[src/pkg/gtimer_pkg.sv]
package gtimer_pkg;
    // Register byte offsets
    localparam logic [7:0] OFF_CTRL    = 8'h00;
    localparam logic [7:0] OFF_SMCFG   = 8'h04;
    localparam logic [7:0] OFF_PSC     = 8'h08;
    localparam logic [7:0] OFF_CAR     = 8'h0c;
    localparam logic [7:0] OFF_CNT     = 8'h10;
    localparam logic [7:0] OFF_STAT    = 8'h14;
    localparam logic [7:0] OFF_MASK    = 8'h18;
    localparam logic [7:0] OFF_CHCV0   = 8'h20;
    localparam logic [7:0] OFF_CHCTL   = 8'h30;
    localparam logic [7:0] OFF_SWEV    = 8'h34;
    // Control register fields
    localparam int CTRL_CEN   = 0;
    localparam int CTRL_DIR   = 1;
    localparam int CTRL_CAM   = 2;
    localparam int CTRL_SYNC  = 4;
    // Slave mode config fields
    localparam int SM_LSB     = 0;
    localparam int TS_LSB     = 4;
    localparam int ECM1_BIT   = 8;
    localparam int FLT_LSB    = 12;
    // Status bits
    localparam int ST_UP      = 0;
    localparam int ST_TRG     = 1;
    localparam int ST_CH      = 2;
    localparam int NUM_CH     = 4;
    localparam int NUM_EV     = 6;
    // Slave modes and trigger source selects
    localparam logic [2:0] SM_INTERNAL = 3'h0;
    localparam logic [2:0] SM_QUAD1    = 3'h1;
    localparam logic [2:0] SM_QUAD2    = 3'h2;
    localparam logic [2:0] SM_QUAD3    = 3'h3;
    localparam logic [2:0] SM_EXTCLK0  = 3'h7;
    localparam logic [2:0] TS_ITI_MAX  = 3'h3;
    localparam logic [2:0] TS_CI0      = 3'h5;
    localparam logic [2:0] TS_CI1      = 3'h6;
    localparam logic [2:0] TS_CI0ED    = 3'h4;
    localparam logic [2:0] TS_ETI      = 3'h7;
    localparam int CNT_W = 32;
    localparam int PSC_W = 16;
    localparam int FLT_W = 4;
endpackage

[src/gtimer.sv]
`timescale 1ns/1ps
module gtimer #(
    parameter int WIDTH = 32
) (
    input  wire logic              clock,
    input  wire logic              reset,
    input  wire logic              wb_cyc_i,
    input  wire logic              wb_stb_i,
    input  wire logic              wb_we_i,
    input  wire logic [7:0]        wb_adr_i,
    input  wire logic [3:0]        wb_sel_i,
    input  wire logic [31:0]       wb_dat_i,
    output logic      [31:0]       wb_dat_o,
    output logic                   wb_ack_o,
    input  wire logic              channel_input_0,
    input  wire logic              channel_input_1,
    input  wire logic [3:0]        internal_trigger_inputs,
    input  wire logic              external_trigger_input,
    input  wire logic              sync_start_in,
    output logic                   sync_start_out,
    output logic [3:0]             compare_out,
    output logic                   irq,
    output logic                   prescaled_clock
);
    // Registers
    logic [31:0]      ctrl;
    logic [15:0]      slave_mode_config_reg;
    logic [15:0]      prescaler_value;
    logic [15:0]      psc_shadow;
    logic [15:0]      psc_count;
    logic [WIDTH-1:0] car;
    logic [WIDTH-1:0] counter;
    logic [WIDTH-1:0] chcv [gtimer_pkg::NUM_CH];
    logic [7:0]       chctl;
    logic [gtimer_pkg::NUM_EV-1:0] stat;
    logic [gtimer_pkg::NUM_EV-1:0] mask;
    logic             dir_down;
    logic             prev_src;
    logic [3:0]       cap_prev;

    // Three-stage synchronisers for pins
    logic [2:0] s_ci0, s_ci1, s_eti, s_sync;
    logic [2:0] s_iti [4];
    logic ci0, ci1, eti_raw, sync_in;
    logic [3:0] iti;

    always_ff @(posedge clock or posedge reset) begin
        if (reset) begin
            s_ci0  <= 3'h0;
            s_ci1  <= 3'h0;
            s_eti  <= 3'h0;
            s_sync <= 3'h0;
            for (int i = 0; i < 4; i++) s_iti[i] <= 3'h0;
        end else begin
            s_ci0  <= {s_ci0[1:0], channel_input_0};
            s_ci1  <= {s_ci1[1:0], channel_input_1};
            s_eti  <= {s_eti[1:0], external_trigger_input};
            s_sync <= {s_sync[1:0], sync_start_in};
            for (int i = 0; i < 4; i++) s_iti[i] <= {s_iti[i][1:0], internal_trigger_inputs[i]};
        end
    end

    // Accepted level changes only once stages two and three agree
    always_ff @(posedge clock or posedge reset) begin
        if (reset) begin
            ci0     <= 1'b0;
            ci1     <= 1'b0;
            eti_raw <= 1'b0;
            sync_in <= 1'b0;
            iti     <= 4'h0;
        end else begin
            if (s_ci0[1] == s_ci0[2]) ci0 <= s_ci0[2];
            if (s_ci1[1] == s_ci1[2]) ci1 <= s_ci1[2];
            if (s_eti[1] == s_eti[2]) eti_raw <= s_eti[2];
            if (s_sync[1] == s_sync[2]) sync_in <= s_sync[2];
            for (int i = 0; i < 4; i++)
                if (s_iti[i][1] == s_iti[i][2]) iti[i] <= s_iti[i][2];
        end
    end

    // Digital filter: level must hold for the programmed run length
    logic [3:0] flt_cnt;
    logic       eti_filt;
    wire  [3:0] flt_len = slave_mode_config_reg[gtimer_pkg::FLT_LSB +: gtimer_pkg::FLT_W];
    always_ff @(posedge clock or posedge reset) begin
        if (reset) begin
            flt_cnt  <= 4'h0;
            eti_filt <= 1'b0;
        end else if (eti_raw == eti_filt) begin
            flt_cnt <= 4'h0;
        end else if (flt_cnt >= flt_len) begin
            eti_filt <= eti_raw;
            flt_cnt  <= 4'h0;
        end else begin
            flt_cnt <= flt_cnt + 4'h1;
        end
    end

    // Clock source selection
    wire [2:0] slave_mode_select     = slave_mode_config_reg[gtimer_pkg::SM_LSB +: 3];
    wire [2:0] trigger_source_select = slave_mode_config_reg[gtimer_pkg::TS_LSB +: 3];
    wire       ext_clock_mode1_enable = slave_mode_config_reg[gtimer_pkg::ECM1_BIT];
    wire       count_enable = ctrl[gtimer_pkg::CTRL_CEN];
    wire       mode_ext0 = (slave_mode_select == gtimer_pkg::SM_EXTCLK0);
    wire       mode_quad = (slave_mode_select == gtimer_pkg::SM_QUAD1) ||
                           (slave_mode_select == gtimer_pkg::SM_QUAD2) ||
                           (slave_mode_select == gtimer_pkg::SM_QUAD3);
    wire       use_eti = ext_clock_mode1_enable ||
                         (mode_ext0 && trigger_source_select == gtimer_pkg::TS_ETI);
    wire       src_any_edge = mode_ext0 && trigger_source_select == gtimer_pkg::TS_CI0ED;
    logic      src_level;
    always_comb begin
        src_level = 1'b0;
        if (use_eti)
            src_level = eti_filt;
        else if (trigger_source_select <= gtimer_pkg::TS_ITI_MAX)
            src_level = iti[trigger_source_select[1:0]];
        else if (trigger_source_select == gtimer_pkg::TS_CI1)
            src_level = ci1;
        else
            src_level = ci0;
    end
    // One edge per module clock at most; ITI counts rising only, EXTERNAL_TRIGGER_INPUT too except with ECM1 set in mode 7 with CI0ED selected
    wire src_rise = src_level & ~prev_src;
    wire src_edge = src_any_edge ? (src_level ^ prev_src) : src_rise;

    // Quadrature decoder: x4 decoding of ci0/ci1
    logic q0, q1;
    wire  q_step = (ci0 ^ q0) | (ci1 ^ q1);
    wire  q_down = ci0 ^ q1;
    wire  ext_tick = (mode_ext0 || ext_clock_mode1_enable) && src_edge;
    wire  drive_tick = mode_quad ? q_step : (use_eti || mode_ext0) ? ext_tick : 1'b1;

    // Synchronised start
    wire run = count_enable;

    // Prescaler and counter
    wire psc_done = (psc_count == psc_shadow);
    wire cnt_tick = run && drive_tick && psc_done;
    wire [1:0] cam = ctrl[gtimer_pkg::CTRL_CAM +: 2];
    wire down_now = mode_quad ? q_down : (cam != 2'b00) ? dir_down : ctrl[gtimer_pkg::CTRL_DIR];
    wire at_top = (counter >= car);
    wire at_bot = (counter == '0);
    wire ovf = cnt_tick && !down_now && at_top;
    wire udf = cnt_tick && down_now && at_bot;
    // Write strobe, taken once per bus cycle while ack is still low
    wire wb_we_ok = wb_cyc_i && wb_stb_i && wb_we_i && !wb_ack_o && wb_sel_i[0];
    wire sw_upd = wb_we_ok && wb_adr_i == gtimer_pkg::OFF_SWEV && wb_dat_i[0];
    wire update = ovf || udf || sw_upd;
    wire trig_ev = ext_tick;

    always_ff @(posedge clock or posedge reset) begin
        if (reset) begin
            psc_count  <= 16'h0000;
            psc_shadow <= 16'h0000;
            prev_src   <= 1'b0;
            q0         <= 1'b0;
            q1         <= 1'b0;
        end else begin
            prev_src <= src_level;
            q0       <= ci0;
            q1       <= ci1;
            if (update) psc_shadow <= prescaler_value;
            if (update) psc_count <= 16'h0000;
            else if (run && drive_tick) psc_count <= psc_done ? 16'h0000 : psc_count + 16'h1;
        end
    end

    // Counter with up, down and centre-aligned modes
    always_ff @(posedge clock or posedge reset) begin
        if (reset) begin
            counter  <= '0;
            dir_down <= 1'b0;
        end else if (sw_upd) begin
            counter  <= (cam == 2'b00 && ctrl[gtimer_pkg::CTRL_DIR]) ? car : '0;
            dir_down <= 1'b0;
        end else if (cnt_tick) begin
            if (!down_now) begin
                if (at_top && cam == 2'b00) counter <= '0;
                else if (at_top) begin
                    counter  <= counter - 1'b1;
                    dir_down <= 1'b1;
                end else counter <= counter + 1'b1;
            end else begin
                if (at_bot && cam == 2'b00 && !mode_quad) counter <= car;
                else if (at_bot && !mode_quad) begin
                    counter  <= counter + 1'b1;
                    dir_down <= 1'b0;
                end else counter <= counter - 1'b1;
            end
        end
    end

    // Channels: capture on the rising edge of own input (ci0, ci1, iti[0], iti[1]) when capture bit set, else compare
    wire [3:0] ch_cap  = chctl[3:0];
    wire [3:0] ch_en   = chctl[7:4];
    logic [3:0] ch_ev;
    logic [3:0] cap_in;
    assign cap_in = {iti[1], iti[0], ci1, ci0};
    always_comb begin
        for (int i = 0; i < 4; i++)
            ch_ev[i] = ch_en[i] && (ch_cap[i] ? (cap_in[i] & ~cap_prev[i])
                                              : (cnt_tick && counter == chcv[i]));
    end

    // Event status, write-one-to-clear; a set wins over the clear
    wire [gtimer_pkg::NUM_EV-1:0] ev_set = {ch_ev, trig_ev, update};
    wire stat_wr = wb_we_ok && wb_adr_i == gtimer_pkg::OFF_STAT;

    always_ff @(posedge clock or posedge reset) begin
        if (reset) begin
            stat     <= '0;
            cap_prev <= 4'h0;
            for (int i = 0; i < 4; i++) chcv[i] <= '0;
        end else begin
            cap_prev <= cap_in;
            stat <= (stat & ~(stat_wr ? wb_dat_i[gtimer_pkg::NUM_EV-1:0] : '0)) | ev_set;
            for (int i = 0; i < 4; i++)
                if (ch_ev[i] && ch_cap[i]) chcv[i] <= counter;
                else if (wb_we_ok && wb_adr_i == gtimer_pkg::OFF_CHCV0 + 8'(4*i) && !ch_cap[i])
                    chcv[i] <= wb_dat_i[WIDTH-1:0];
        end
    end

    // Register writes
    wire sync_go = ctrl[gtimer_pkg::CTRL_SYNC] && sync_in;
    always_ff @(posedge clock or posedge reset) begin
        if (reset) begin
            ctrl                  <= 32'h0;
            slave_mode_config_reg <= 16'h0;
            prescaler_value       <= 16'h0;
            car                   <= '1;
            chctl                 <= 8'h0;
            mask                  <= '0;
        end else begin
            if (sync_go) ctrl[gtimer_pkg::CTRL_CEN] <= 1'b1;
            if (wb_we_ok) begin
                case (wb_adr_i)
                    gtimer_pkg::OFF_CTRL:  ctrl <= wb_dat_i;
                    gtimer_pkg::OFF_SMCFG: slave_mode_config_reg <= wb_dat_i[15:0];
                    gtimer_pkg::OFF_PSC:   prescaler_value <= wb_dat_i[15:0];
                    gtimer_pkg::OFF_CAR:   car <= wb_dat_i[WIDTH-1:0];
                    gtimer_pkg::OFF_CHCTL: chctl <= wb_dat_i[7:0];
                    gtimer_pkg::OFF_MASK:  mask <= wb_dat_i[gtimer_pkg::NUM_EV-1:0];
                    default: ;
                endcase
            end
        end
    end

    // Read mux
    logic [31:0] rd;
    always_comb begin
        rd = 32'h0;
        case (wb_adr_i)
            gtimer_pkg::OFF_CTRL:  rd = ctrl;
            gtimer_pkg::OFF_SMCFG: rd = {16'h0, slave_mode_config_reg};
            gtimer_pkg::OFF_PSC:   rd = {16'h0, prescaler_value};
            gtimer_pkg::OFF_CAR:   rd = 32'(car);
            gtimer_pkg::OFF_CNT:   rd = 32'(counter);
            gtimer_pkg::OFF_STAT:  rd = 32'(stat);
            gtimer_pkg::OFF_MASK:  rd = 32'(mask);
            gtimer_pkg::OFF_CHCTL: rd = {24'h0, chctl};
            default: begin
                for (int i = 0; i < 4; i++)
                    if (wb_adr_i == gtimer_pkg::OFF_CHCV0 + 8'(4*i)) rd = 32'(chcv[i]);
            end
        endcase
    end

    // Bus answer and registered outputs
    always_ff @(posedge clock or posedge reset) begin
        if (reset) begin
            wb_ack_o        <= 1'b0;
            wb_dat_o        <= 32'h0;
            irq             <= 1'b0;
            sync_start_out  <= 1'b0;
            compare_out     <= 4'h0;
            prescaled_clock <= 1'b0;
        end else begin
            wb_ack_o        <= wb_cyc_i && wb_stb_i && !wb_ack_o;
            wb_dat_o        <= rd;
            irq             <= |(stat & mask);
            sync_start_out  <= count_enable;
            prescaled_clock <= cnt_tick;
            for (int i = 0; i < 4; i++) compare_out[i] <= !ch_cap[i] && (counter >= chcv[i]);
        end
    end

    // Checks on the clock source path, flags, interrupt and bus; all sampled on the module clock

    // A filtered trigger rise must reach the counter when undivided
    AST_ETI_TICK: assert property (@(posedge clock) disable iff (reset)
        (use_eti && !mode_quad && run && eti_filt && !prev_src && psc_shadow == 16'h0)
        |=> prescaled_clock) else $error("eti rise gave no tick");

    // Internal source ticks every cycle when undivided
    AST_INTERNAL: assert property (@(posedge clock) disable iff (reset)
        (slave_mode_select == 3'h0 && !ext_clock_mode1_enable && run && psc_shadow == 16'h0)
        |=> prescaled_clock) else $error("internal clock tick missing");

    // Nothing counts while stopped
    AST_NO_RUN: assert property (@(posedge clock) disable iff (reset)
        !run |=> !prescaled_clock) else $error("tick without enable");

    // Shadow only moves on an update, so a new factor never cuts a period short
    AST_PSC_HOLD: assert property (@(posedge clock) disable iff (reset)
        !update |=> $stable(psc_shadow)) else $error("prescaler loaded early");

    // Shadow takes the programmed factor on an update
    AST_PSC_LOAD: assert property (@(posedge clock) disable iff (reset)
        update |=> psc_shadow == $past(prescaler_value)) else $error("prescaler not loaded");

    // Interrupt level follows the unmasked flags
    AST_IRQ: assert property (@(posedge clock) disable iff (reset)
        |(stat & mask) |=> irq) else $error("irq missing");

    // Update flag is set by every update event
    AST_STAT_SET: assert property (@(posedge clock) disable iff (reset)
        update |=> stat[gtimer_pkg::ST_UP]) else $error("update flag not set");

    // Slave modes 4 to 6 still run from the module clock while ECM1 is clear
    AST_MODE_CLOCK: assert property (@(posedge clock) disable iff (reset)
        (slave_mode_select >= 3'h4 && slave_mode_select <= 3'h6 && !ext_clock_mode1_enable
         && run && psc_shadow == 16'h0) |=> prescaled_clock)
        else $error("module clock tick missing in slave mode");

    // External sources tick only on a detected edge, never twice per edge
    AST_EXT_EDGE: assert property (@(posedge clock) disable iff (reset)
        ((use_eti || mode_ext0) && !mode_quad && !src_edge) |=> !prescaled_clock)
        else $error("tick without source edge");

    // Filter output only ever moves to the level that it has been watching
    AST_FILTER: assert property (@(posedge clock) disable iff (reset)
        !$stable(eti_filt) |-> eti_filt == $past(eti_raw))
        else $error("filter took a level it never saw");

    // Start indication follows count enable one cycle later
    AST_SYNC_OUT: assert property (@(posedge clock) disable iff (reset)
        1'b1 |=> sync_start_out == $past(count_enable))
        else $error("start indication lags");

    // Counter holds between ticks
    AST_CNT_HOLD: assert property (@(posedge clock) disable iff (reset)
        (!cnt_tick && !sw_upd) |=> $stable(counter)) else $error("counter moved without tick");

    // Bus acknowledge is a single-cycle pulse
    AST_ACK_PULSE: assert property (@(posedge clock) disable iff (reset)
        wb_ack_o |=> !wb_ack_o) else $error("ack held too long");
endmodule

[config.mk]
export PLATFORM = sky130hd
export DESIGN_NAME = gtimer
export DESIGN_NICKNAME = d
export VERILOG_FILES = /design/src/pkg/gtimer_pkg.sv /design/src/gtimer.sv
export SDC_FILE = /design/constraint.sdc
export NUM_CORES = 1
export LEC_CHECK = 0
export BUFFER_PORTS_ARGS = -buffer_cell sky130_fd_sc_hd__buf_2
export CAP_MARGIN = 5
export CORE_ASPECT_RATIO = 0.7
export CORE_UTILIZATION = 55
export DETAILED_ROUTE_END_ITERATION = 10
export PLACE_DENSITY = 0.72
export SYNTH_ARGS = -nofsm -noshare
export SYNTH_HDL_FRONTEND = slang
export SYNTH_SLANG_ARGS = --single-unit
[constraint.sdc]
create_clock -name clock -period 12.6 [get_ports clock]
set_input_delay 0.63 -clock clock [delete_from_list [all_inputs] [get_ports clock]]
set_output_delay 0.63 -clock clock [all_outputs]
set_load 0.03 [all_outputs]
-- Word level (Yosys, flattened, before mapping)
Index checks and enable logic that the tools add are counted.
Widths: inputs -> output; s select.
- bits in registers: 393
- bits of input ports: 57
- $add $sub $neg: 4
- $lt $le $gt $ge: 8
- equality and inequality tests: 36
- multiplexer cells: 51
- bitwise logic cells: 20
- reduce and logical (&&, ||, !) cells: 81
- operators by type and width (kind ; number):
    $mux 32 ; 20
    $pmux 32 s8 ; 1
    $ge 32x32->1 ; 5
    $eq 32x32->1 ; 4
    $eq 8x6->1 const B ; 6
    $mux 16 ; 3
    $logic_and 1x1->1 ; 47
    $add 32x1->32 const B ; 1
    $logic_not 32->1 ; 1
    $sub 32x1->32 const B ; 1
    $eq 8x5->1 const B ; 3
    $mux 1 ; 23
    $add 16x1->16 const B ; 1
    $eq 16x16->1 ; 1
    $eq 8x4->1 const B ; 2
    $reduce_and 2->1 ; 7
    $reduce_bool 2->1 ; 7
    $and 6x6->6 ; 2
    $eq 3x3->1 const B ; 4
    $eq 1x1->1 ; 9
    $eq 8x3->1 const B ; 1
    $logic_not 8->1 ; 1
    $mux 4 ; 2
    $logic_not 1->1 ; 7
    21 further kinds ; 41

-- Depth between registers and ports, before layout
- word-level depth: 16
- depth in mapped cells: 14

-- Least setup slack after synthesis
OpenSTA, ideal clock, no wires.
- path type: reg-to-reg
- start point: register slave_mode_config_reg[4]
- end point: register counter[2]
- arrival time: 3.372 ns
- required time: 12.463 ns
- setup slack: 9.091 ns
- stages on the path, launching flop included: 14
- path buffers: 3
- path through: dfrtp_1 -> mux4_2 -> nor2_1 -> a21oi_1 -> mux2_2 -> ha_1 -> or3b_2 -> o211ai_1 -> o211ai_1 -> clkbuf_1 -> a21oi_1 -> clkbuf_1 -> clkbuf_1 -> o21ai_0
- cells in the longest elaborated chain, start to end: 12
- elaborated cells on any way between the ends: 22
- ends and longest elaborated chain (element ; RTL line ; source):
    start: declaration ; gtimer.sv:27 ; logic [15:0] slave_mode_config_reg;
    start signal: assignment ; gtimer.sv:240 ; gtimer_pkg::OFF_SMCFG: slave_mode_config_reg <= wb_dat_i[15:0];
    $bmux 1 s2, or another cell as far along ; gtimer.sv:117 ; src_level = iti[trigger_source_select[1:0]];
    $mux 1 (implied by the code), or another cell as far along ; gtimer.sv:117 ;
    $mux 1 or $logic_or 1x1->1 (tied branches) ; gtimer.sv:116, gtimer.sv:108 ;
    $mux 1 (*) ; gtimer.sv:114 ; if (use_eti)
    via src_level ; gtimer.sv:111 ; logic src_level;
    $and 1x1->1 or $xor 1x1->1 (tied branches) ; gtimer.sv:124, gtimer.sv:125 ;
    $mux 1 (*) ; gtimer.sv:125 ; wire src_edge = src_any_edge ? (src_level ^ prev_src) : src_rise;
    $logic_and 1x1->1 (*) ; gtimer.sv:131 ; wire ext_tick = (mode_ext0 || ext_clock_mode1_enable) && src_edge;
    $mux 1 (*) (2 in a row) ; gtimer.sv:132 ; wire drive_tick = mode_quad ? q_step : (use_eti || mode_ext0) ? ext_tick : 1'b1;
    $logic_and 1x1->1 (*) (2 in a row) ; gtimer.sv:139 ; wire cnt_tick = run && drive_tick && psc_done;
    $reduce_bool 2->1 (no line) (*) ; - ;
    end signal: assignment ; gtimer.sv:175 ; counter <= (cam == 2'b00 && ctrl[gtimer_pkg::CTRL_DIR]) ? car : '0;
    end signal: assignment ; gtimer.sv:181 ; counter <= counter - 1'b1;
    end signal: assignment ; gtimer.sv:183 ; end else counter <= counter + 1'b1;
    end: declaration ; gtimer.sv:32 ; logic [WIDTH-1:0] counter;
Mark *: on every way through the listed nets, which the timed path passes. The rest lies on a longest branch. The select of a mux whose other input is x is not followed.
A chain may end at the register's enable or synchronous reset.

-- Worst setup path in the final report
- start point: register slave_mode_config_reg[4]
- end point: register counter[17]
The elaborated chain is that of the path after synthesis.

==> flow_summary.html <==
<table>
<tr><th>Metric</th><th>Value</th></tr>
<tr><th colspan="2">Status</th></tr>
<tr><td>Result of the run</td><td>finished clean</td></tr>
<tr><th colspan="2">Global routing</th></tr>
<tr><td>Busiest layer in global routing</td><td>met1</td></tr>
<tr><td>First-pass GRT wire length</td><td>119000 um</td></tr>
<tr><td>GR Util met1</td><td>a little over half</td></tr>
<tr><td>Vias in the first global route</td><td>20000</td></tr>
<tr><td>Met2 GRT Util</td><td>49.2%</td></tr>
<tr><td>Met3 track demand over resource in global routing</td><td>8.33%</td></tr>
<tr><td>Gr ovfl total</td><td>0</td></tr>
<tr><td>Antenna violations before repair</td><td>0</td></tr>
<tr><td>Largest net degree at the start of global routing</td><td>roughly 120</td></tr>
<tr><td>Global router's overall resource usage</td><td>35.1%</td></tr>
<tr><th colspan="2">Placement</th></tr>
<tr><td>HPWL reported at the end of detailed placement</td><td>between 50000 and 60000 um</td></tr>
<tr><td>Final weighted congestion of routability-driven global placement</td><td>between 0.9 and 1</td></tr>
<tr><td>Worst Setup Slack post-DPL</td><td>8330 ps</td></tr>
<tr><td># port buffers</td><td>93</td></tr>
<tr><td>Placed Area</td><td>0.0247 mm2</td></tr>
<tr><th colspan="2">Synthesis</th></tr>
<tr><td>Leading area contributor after synthesis</td><td>sky130_fd_sc_hd__dfrtp_1</td></tr>
<tr><td>Net Count, Synth</td><td>2780</td></tr>
<tr><td>Total number of yosys warnings</td><td>0</td></tr>
<tr><td>Instance count of the mapped netlist</td><td>2552</td></tr>
<tr><td>Synth top area share</td><td>37.8%</td></tr>
<tr><td>Netlist cell types</td><td>75</td></tr>
<tr><td>Top FF cell, synth</td><td>sky130_fd_sc_hd__dfrtp_1</td></tr>
<tr><td>Synthesis-stage register bit count</td><td>391</td></tr>
<tr><td>Library cell with the highest instance count after synthesis</td><td>sky130_fd_sc_hd__dfrtp_1</td></tr>
<tr><td>Proportion of register bits with asynchronous set or reset after synthesis</td><td>100%</td></tr>
<tr><td>Number of synthesized flops with an enable pin</td><td>0</td></tr>
<tr><td>Average instance area after synthesis</td><td>9.31 um2</td></tr>
<tr><td>Largest cells by area after synthesis</td><td>sky130_fd_sc_hd__dfrtp_1 (38%), sky130_fd_sc_hd__ha_1 (9.0%), sky130_fd_sc_hd__mux2i_1 (5.0%)</td></tr>
<tr><td>Fraction of the yosys area taken by sequential cells</td><td>between 40% and 50%</td></tr>
<tr><td>Synthesized area</td><td>0.0238 mm2</td></tr>
<tr><td>Top cell types by occurrence after synthesis</td><td>sky130_fd_sc_hd__dfrtp_1 (359), sky130_fd_sc_hd__nand2_1 (247), sky130_fd_sc_hd__o21ai_0 (236)</td></tr>
<tr><th colspan="2">Routing</th></tr>
<tr><td>Total DRC errors in the routed layout</td><td>0</td></tr>
<tr><td>Number of vias per cell</td><td>about 6.6</td></tr>
<tr><td>DRT Pass-1 Iters</td><td>8</td></tr>
<tr><td>Total wire length after detailed routing</td><td>around 77000 um</td></tr>
<tr><td>Via count</td><td>~21000</td></tr>
<tr><td>Iteration-0 DRC count of the detailed router</td><td>2697</td></tr>
<tr><td>Antenna violation net count after detailed routing</td><td>0</td></tr>
<tr><td>WL/cell</td><td>24.3 um</td></tr>
<tr><th colspan="2">Timing</th></tr>
<tr><td>Peak Freq</td><td>228 MHz</td></tr>
<tr><td>Hold violation count in the final report</td><td>0</td></tr>
<tr><td>Count of final setup violators</td><td>0</td></tr>
<tr><td>Fin crit period</td><td>about 4400 ps</td></tr>
<tr><td>Setup TNS after final layout</td><td>0 ps</td></tr>
<tr><td>Number of max-slew violations in the final report</td><td>0</td></tr>
<tr><td>Portion of the clock cycle consumed by the worst path in the final layout</td><td>34.8%</td></tr>
<tr><td>Final worst-path setup slack</td><td>8210 ps</td></tr>
<tr><td>Transition time of the tightest slew-check pin</td><td>1230 ps</td></tr>
<tr><td>Setup repair after global routing missed its margin</td><td>false</td></tr>
<tr><td>Remaining max-slew budget at the tightest pin</td><td>18.1%</td></tr>
<tr><td>Clk_skew</td><td>24.9 ps</td></tr>
<tr><th colspan="2">Critical path</th></tr>
<tr><td>Crit start category</td><td>flip-flop</td></tr>
<tr><td>Crit. End Element</td><td>flip-flop</td></tr>
<tr><td>Largest fanout on the critical path</td><td>26</td></tr>
<tr><td>Critical register-to-register path startpoint</td><td>slave_mode_config_reg[4]</td></tr>
<tr><td>R2r setup slk</td><td>8210 ps</td></tr>
<tr><td>End of the worst register-to-register path</td><td>counter[17]</td></tr>
<tr><td>Reg2reg path depth</td><td>14</td></tr>
<tr><td>Critical path class</td><td>flip-flop to flip-flop</td></tr>
<tr><td>WP data arrival</td><td>4780 ps</td></tr>
<tr><td>WP data required</td><td>12990 ps</td></tr>
<tr><th colspan="2">Die</th></tr>
<tr><td>Floorplan core area</td><td>0.0425 mm2</td></tr>
<tr><td>X dimension of the die</td><td>250 um</td></tr>
<tr><td>Count of pins on the block boundary</td><td>97</td></tr>
<tr><td>Vertical extent of the die</td><td>176 um</td></tr>
<tr><td>Overall die area</td><td>0.0440 mm2</td></tr>
<tr><td>Row Count</td><td>63</td></tr>
<tr><td>Starting density of the core</td><td>55.9%</td></tr>
<tr><th colspan="2">Finish</th></tr>
<tr><td>Fraction of layout cells with a size suffix above 1</td><td>14.2%</td></tr>
<tr><td>Design Area, Final</td><td>0.0262 mm2</td></tr>
<tr><td>Antenna diodes</td><td>0</td></tr>
<tr><td>Synth-to-Final Area Change</td><td>10.2%</td></tr>
<tr><td>Largest reg by FF count</td><td>chcv</td></tr>
<tr><td>Final-layout fill cell count</td><td>about 3600</td></tr>
<tr><td>Number of flip-flops in the largest register</td><td>~130</td></tr>
<tr><td>Layout Nets</td><td>2802</td></tr>
<tr><th colspan="2">CTS</th></tr>
<tr><td>Maximum count of clock buffers along a single path</td><td>3</td></tr>
<tr><td>H-tree depth</td><td>2</td></tr>
<tr><td>Clock slew at the register clock pins of the worst setup and hold paths</td><td>about 60 ps</td></tr>
<tr><td>Latest clock arrival within the worst-skew pair</td><td>between 500 and 600 ps</td></tr>
<tr><td>TritonCTS clock tree</td><td>yes</td></tr>
<tr><td>Buffer count from post-CTS setup fixing</td><td>0</td></tr>
<tr><td>Library cell used as clock root buffer</td><td>sky130_fd_sc_hd__clkbuf_16</td></tr>
<tr><td>Total of hold buffers inserted after clock tree synthesis</td><td>0</td></tr>
<tr><td>Post-CTS resize count</td><td>0</td></tr>
<tr><td>Number of buffers created by CTS</td><td>41</td></tr>
<tr><td># clock sinks</td><td>about 390</td></tr>
<tr><th colspan="2">Power</th></tr>
<tr><td>Peak supply drop</td><td>0.000122 V</td></tr>
<tr><td>Static Leak</td><td>12.1 nW</td></tr>
<tr><td>Cell Pwr Density</td><td>130 mW/mm2</td></tr>
<tr><th colspan="2">Worst hold path</th></tr>
<tr><td>Hold path cells</td><td>1</td></tr>
<tr><td>Min-Delay Endpoint</td><td>s_sync[0]</td></tr>
<tr><td>Class of the most critical hold timing path</td><td>primary input to flip-flop</td></tr>
<tr><td>Worst hold start</td><td>sync_start_in</td></tr>
<tr><th colspan="2">Run</th></tr>
<tr><td>Number of maximum-capacitance constraint violations</td><td>0</td></tr>
</table>
metrics by stage:
step / total power [mW] / instances / utilization (%) / hold WS (ps)
finish: 3.41 / 3157 / 61.6 / 170
global route: 3.55 / 3157 / 61.6 / 156
CTS: 3.40 / 3157 / 61.6 / 154
detailed placement: 2.08 / 3083 / 58.2 / 336
global placement: 2.06 / 3083 / 58.2 / 334
floorplan: 1.85 / 2552 / - / 331
cells by family (layout without fill, tap and decap cells):
family	after synthesis	count (layout)	synth area share (%)
multiplexers	218	218	9.76
flip-flops	391	391	41.4
AND/OR/NAND/NOR	689	689	13.9
AO/OA/AOI/OAI	698	698	18.7
adder cells (fa/ha/maj)	179	179	9.34
buffers and inverters	336	389	5.39
XOR/XNOR	41	41	1.51
final cells by class:
cell class	instances	area, um2	area share, %
clock buffers	58	1230	4.70
clock inverters	16	230	0.879
multi-input cells	1825	12700	48.6
repair buffers	136	788	3.01
inverters	179	679	2.60
flip-flops and latches	391	9820	37.5
well taps	552	691	2.64
how the worst max path moves through the flow:
stage / from / to / slack, ps
floorplan: reset / cap_prev[0] / 1150
global placement: slave_mode_config_reg[4] / counter[17] / 8400
detailed placement: slave_mode_config_reg[4] / counter[25] / 8330
CTS: slave_mode_config_reg[4] / counter[17] / 8290
global route: counter[2] / counter[4] / 7950
finish: slave_mode_config_reg[4] / counter[17] / 8210
critical path, cell delays in order, from the launching register on:
cell and delay, ps:
sky130_fd_sc_hd__dfrtp_1 460, sky130_fd_sc_hd__mux4_2 520, sky130_fd_sc_hd__nor2_1 90, sky130_fd_sc_hd__a21oi_1 50
sky130_fd_sc_hd__mux2_2 290, sky130_fd_sc_hd__ha_1 270, sky130_fd_sc_hd__or3b_2 450, sky130_fd_sc_hd__o211ai_1 190
sky130_fd_sc_hd__o211ai_1 120, sky130_fd_sc_hd__buf_4 240, sky130_fd_sc_hd__nand2_1 480, sky130_fd_sc_hd__nand2_1 370
sky130_fd_sc_hd__buf_4 370, sky130_fd_sc_hd__a22oi_1 200, sky130_fd_sc_hd__o31ai_1 90
cells in the final DEF, fill, tap and decap left out, types with 12 or more instances in the layout:
| cell | instances |
|---|---|
| sky130_fd_sc_hd__dfrtp_1 | 359 |
| sky130_fd_sc_hd__nand2_1 | 247 |
| sky130_fd_sc_hd__o21ai_0 | 236 |
| sky130_fd_sc_hd__inv_1 | 178 |
| sky130_fd_sc_hd__ha_1 | 171 |
| sky130_fd_sc_hd__nor2_1 | 150 |
| sky130_fd_sc_hd__a21oi_1 | 133 |
| sky130_fd_sc_hd__mux2i_1 | 118 |
| sky130_fd_sc_hd__a22oi_1 | 109 |
| sky130_fd_sc_hd__buf_2 | 93 |
| sky130_fd_sc_hd__mux2_2 | 92 |
| sky130_fd_sc_hd__nand4_1 | 56 |
| sky130_fd_sc_hd__nand3_1 | 45 |
| sky130_fd_sc_hd__buf_4 | 43 |
| sky130_fd_sc_hd__clkbuf_16 | 42 |
| sky130_fd_sc_hd__a21o_1 | 36 |
| sky130_fd_sc_hd__and3_1 | 35 |
| sky130_fd_sc_hd__xnor2_1 | 32 |
| sky130_fd_sc_hd__dfstp_2 | 32 |
| sky130_fd_sc_hd__a31oi_1 | 27 |
| sky130_fd_sc_hd__nor3_1 | 26 |
| sky130_fd_sc_hd__a222oi_1 | 24 |
| sky130_fd_sc_hd__nor4_1 | 19 |
| sky130_fd_sc_hd__nor2b_1 | 17 |
| sky130_fd_sc_hd__o31ai_1 | 16 |
| sky130_fd_sc_hd__a22o_1 | 15 |
| sky130_fd_sc_hd__o21a_1 | 13 |
| sky130_fd_sc_hd__o211ai_1 | 12 |
| sky130_fd_sc_hd__or3_1 | 12 |
| sky130_fd_sc_hd__clkbuf_8 | 12 |
power breakdown:
group / internal, mW / switching [mW] / leakage, nW
logic: 0.242 / 0.412 / 6.31
registers: 1.31 / 0.130 / 5.11
clock network: 0.785 / 0.537 / 0.711
metal layers:
layer,up-vias,part of all wire (%)
met1,10200,45
met5,-,0
li1,9276,-
met4,0,2.4
met3,131,12
met2,1175,41
Note: power is estimated with default switching activity, not from simulation.
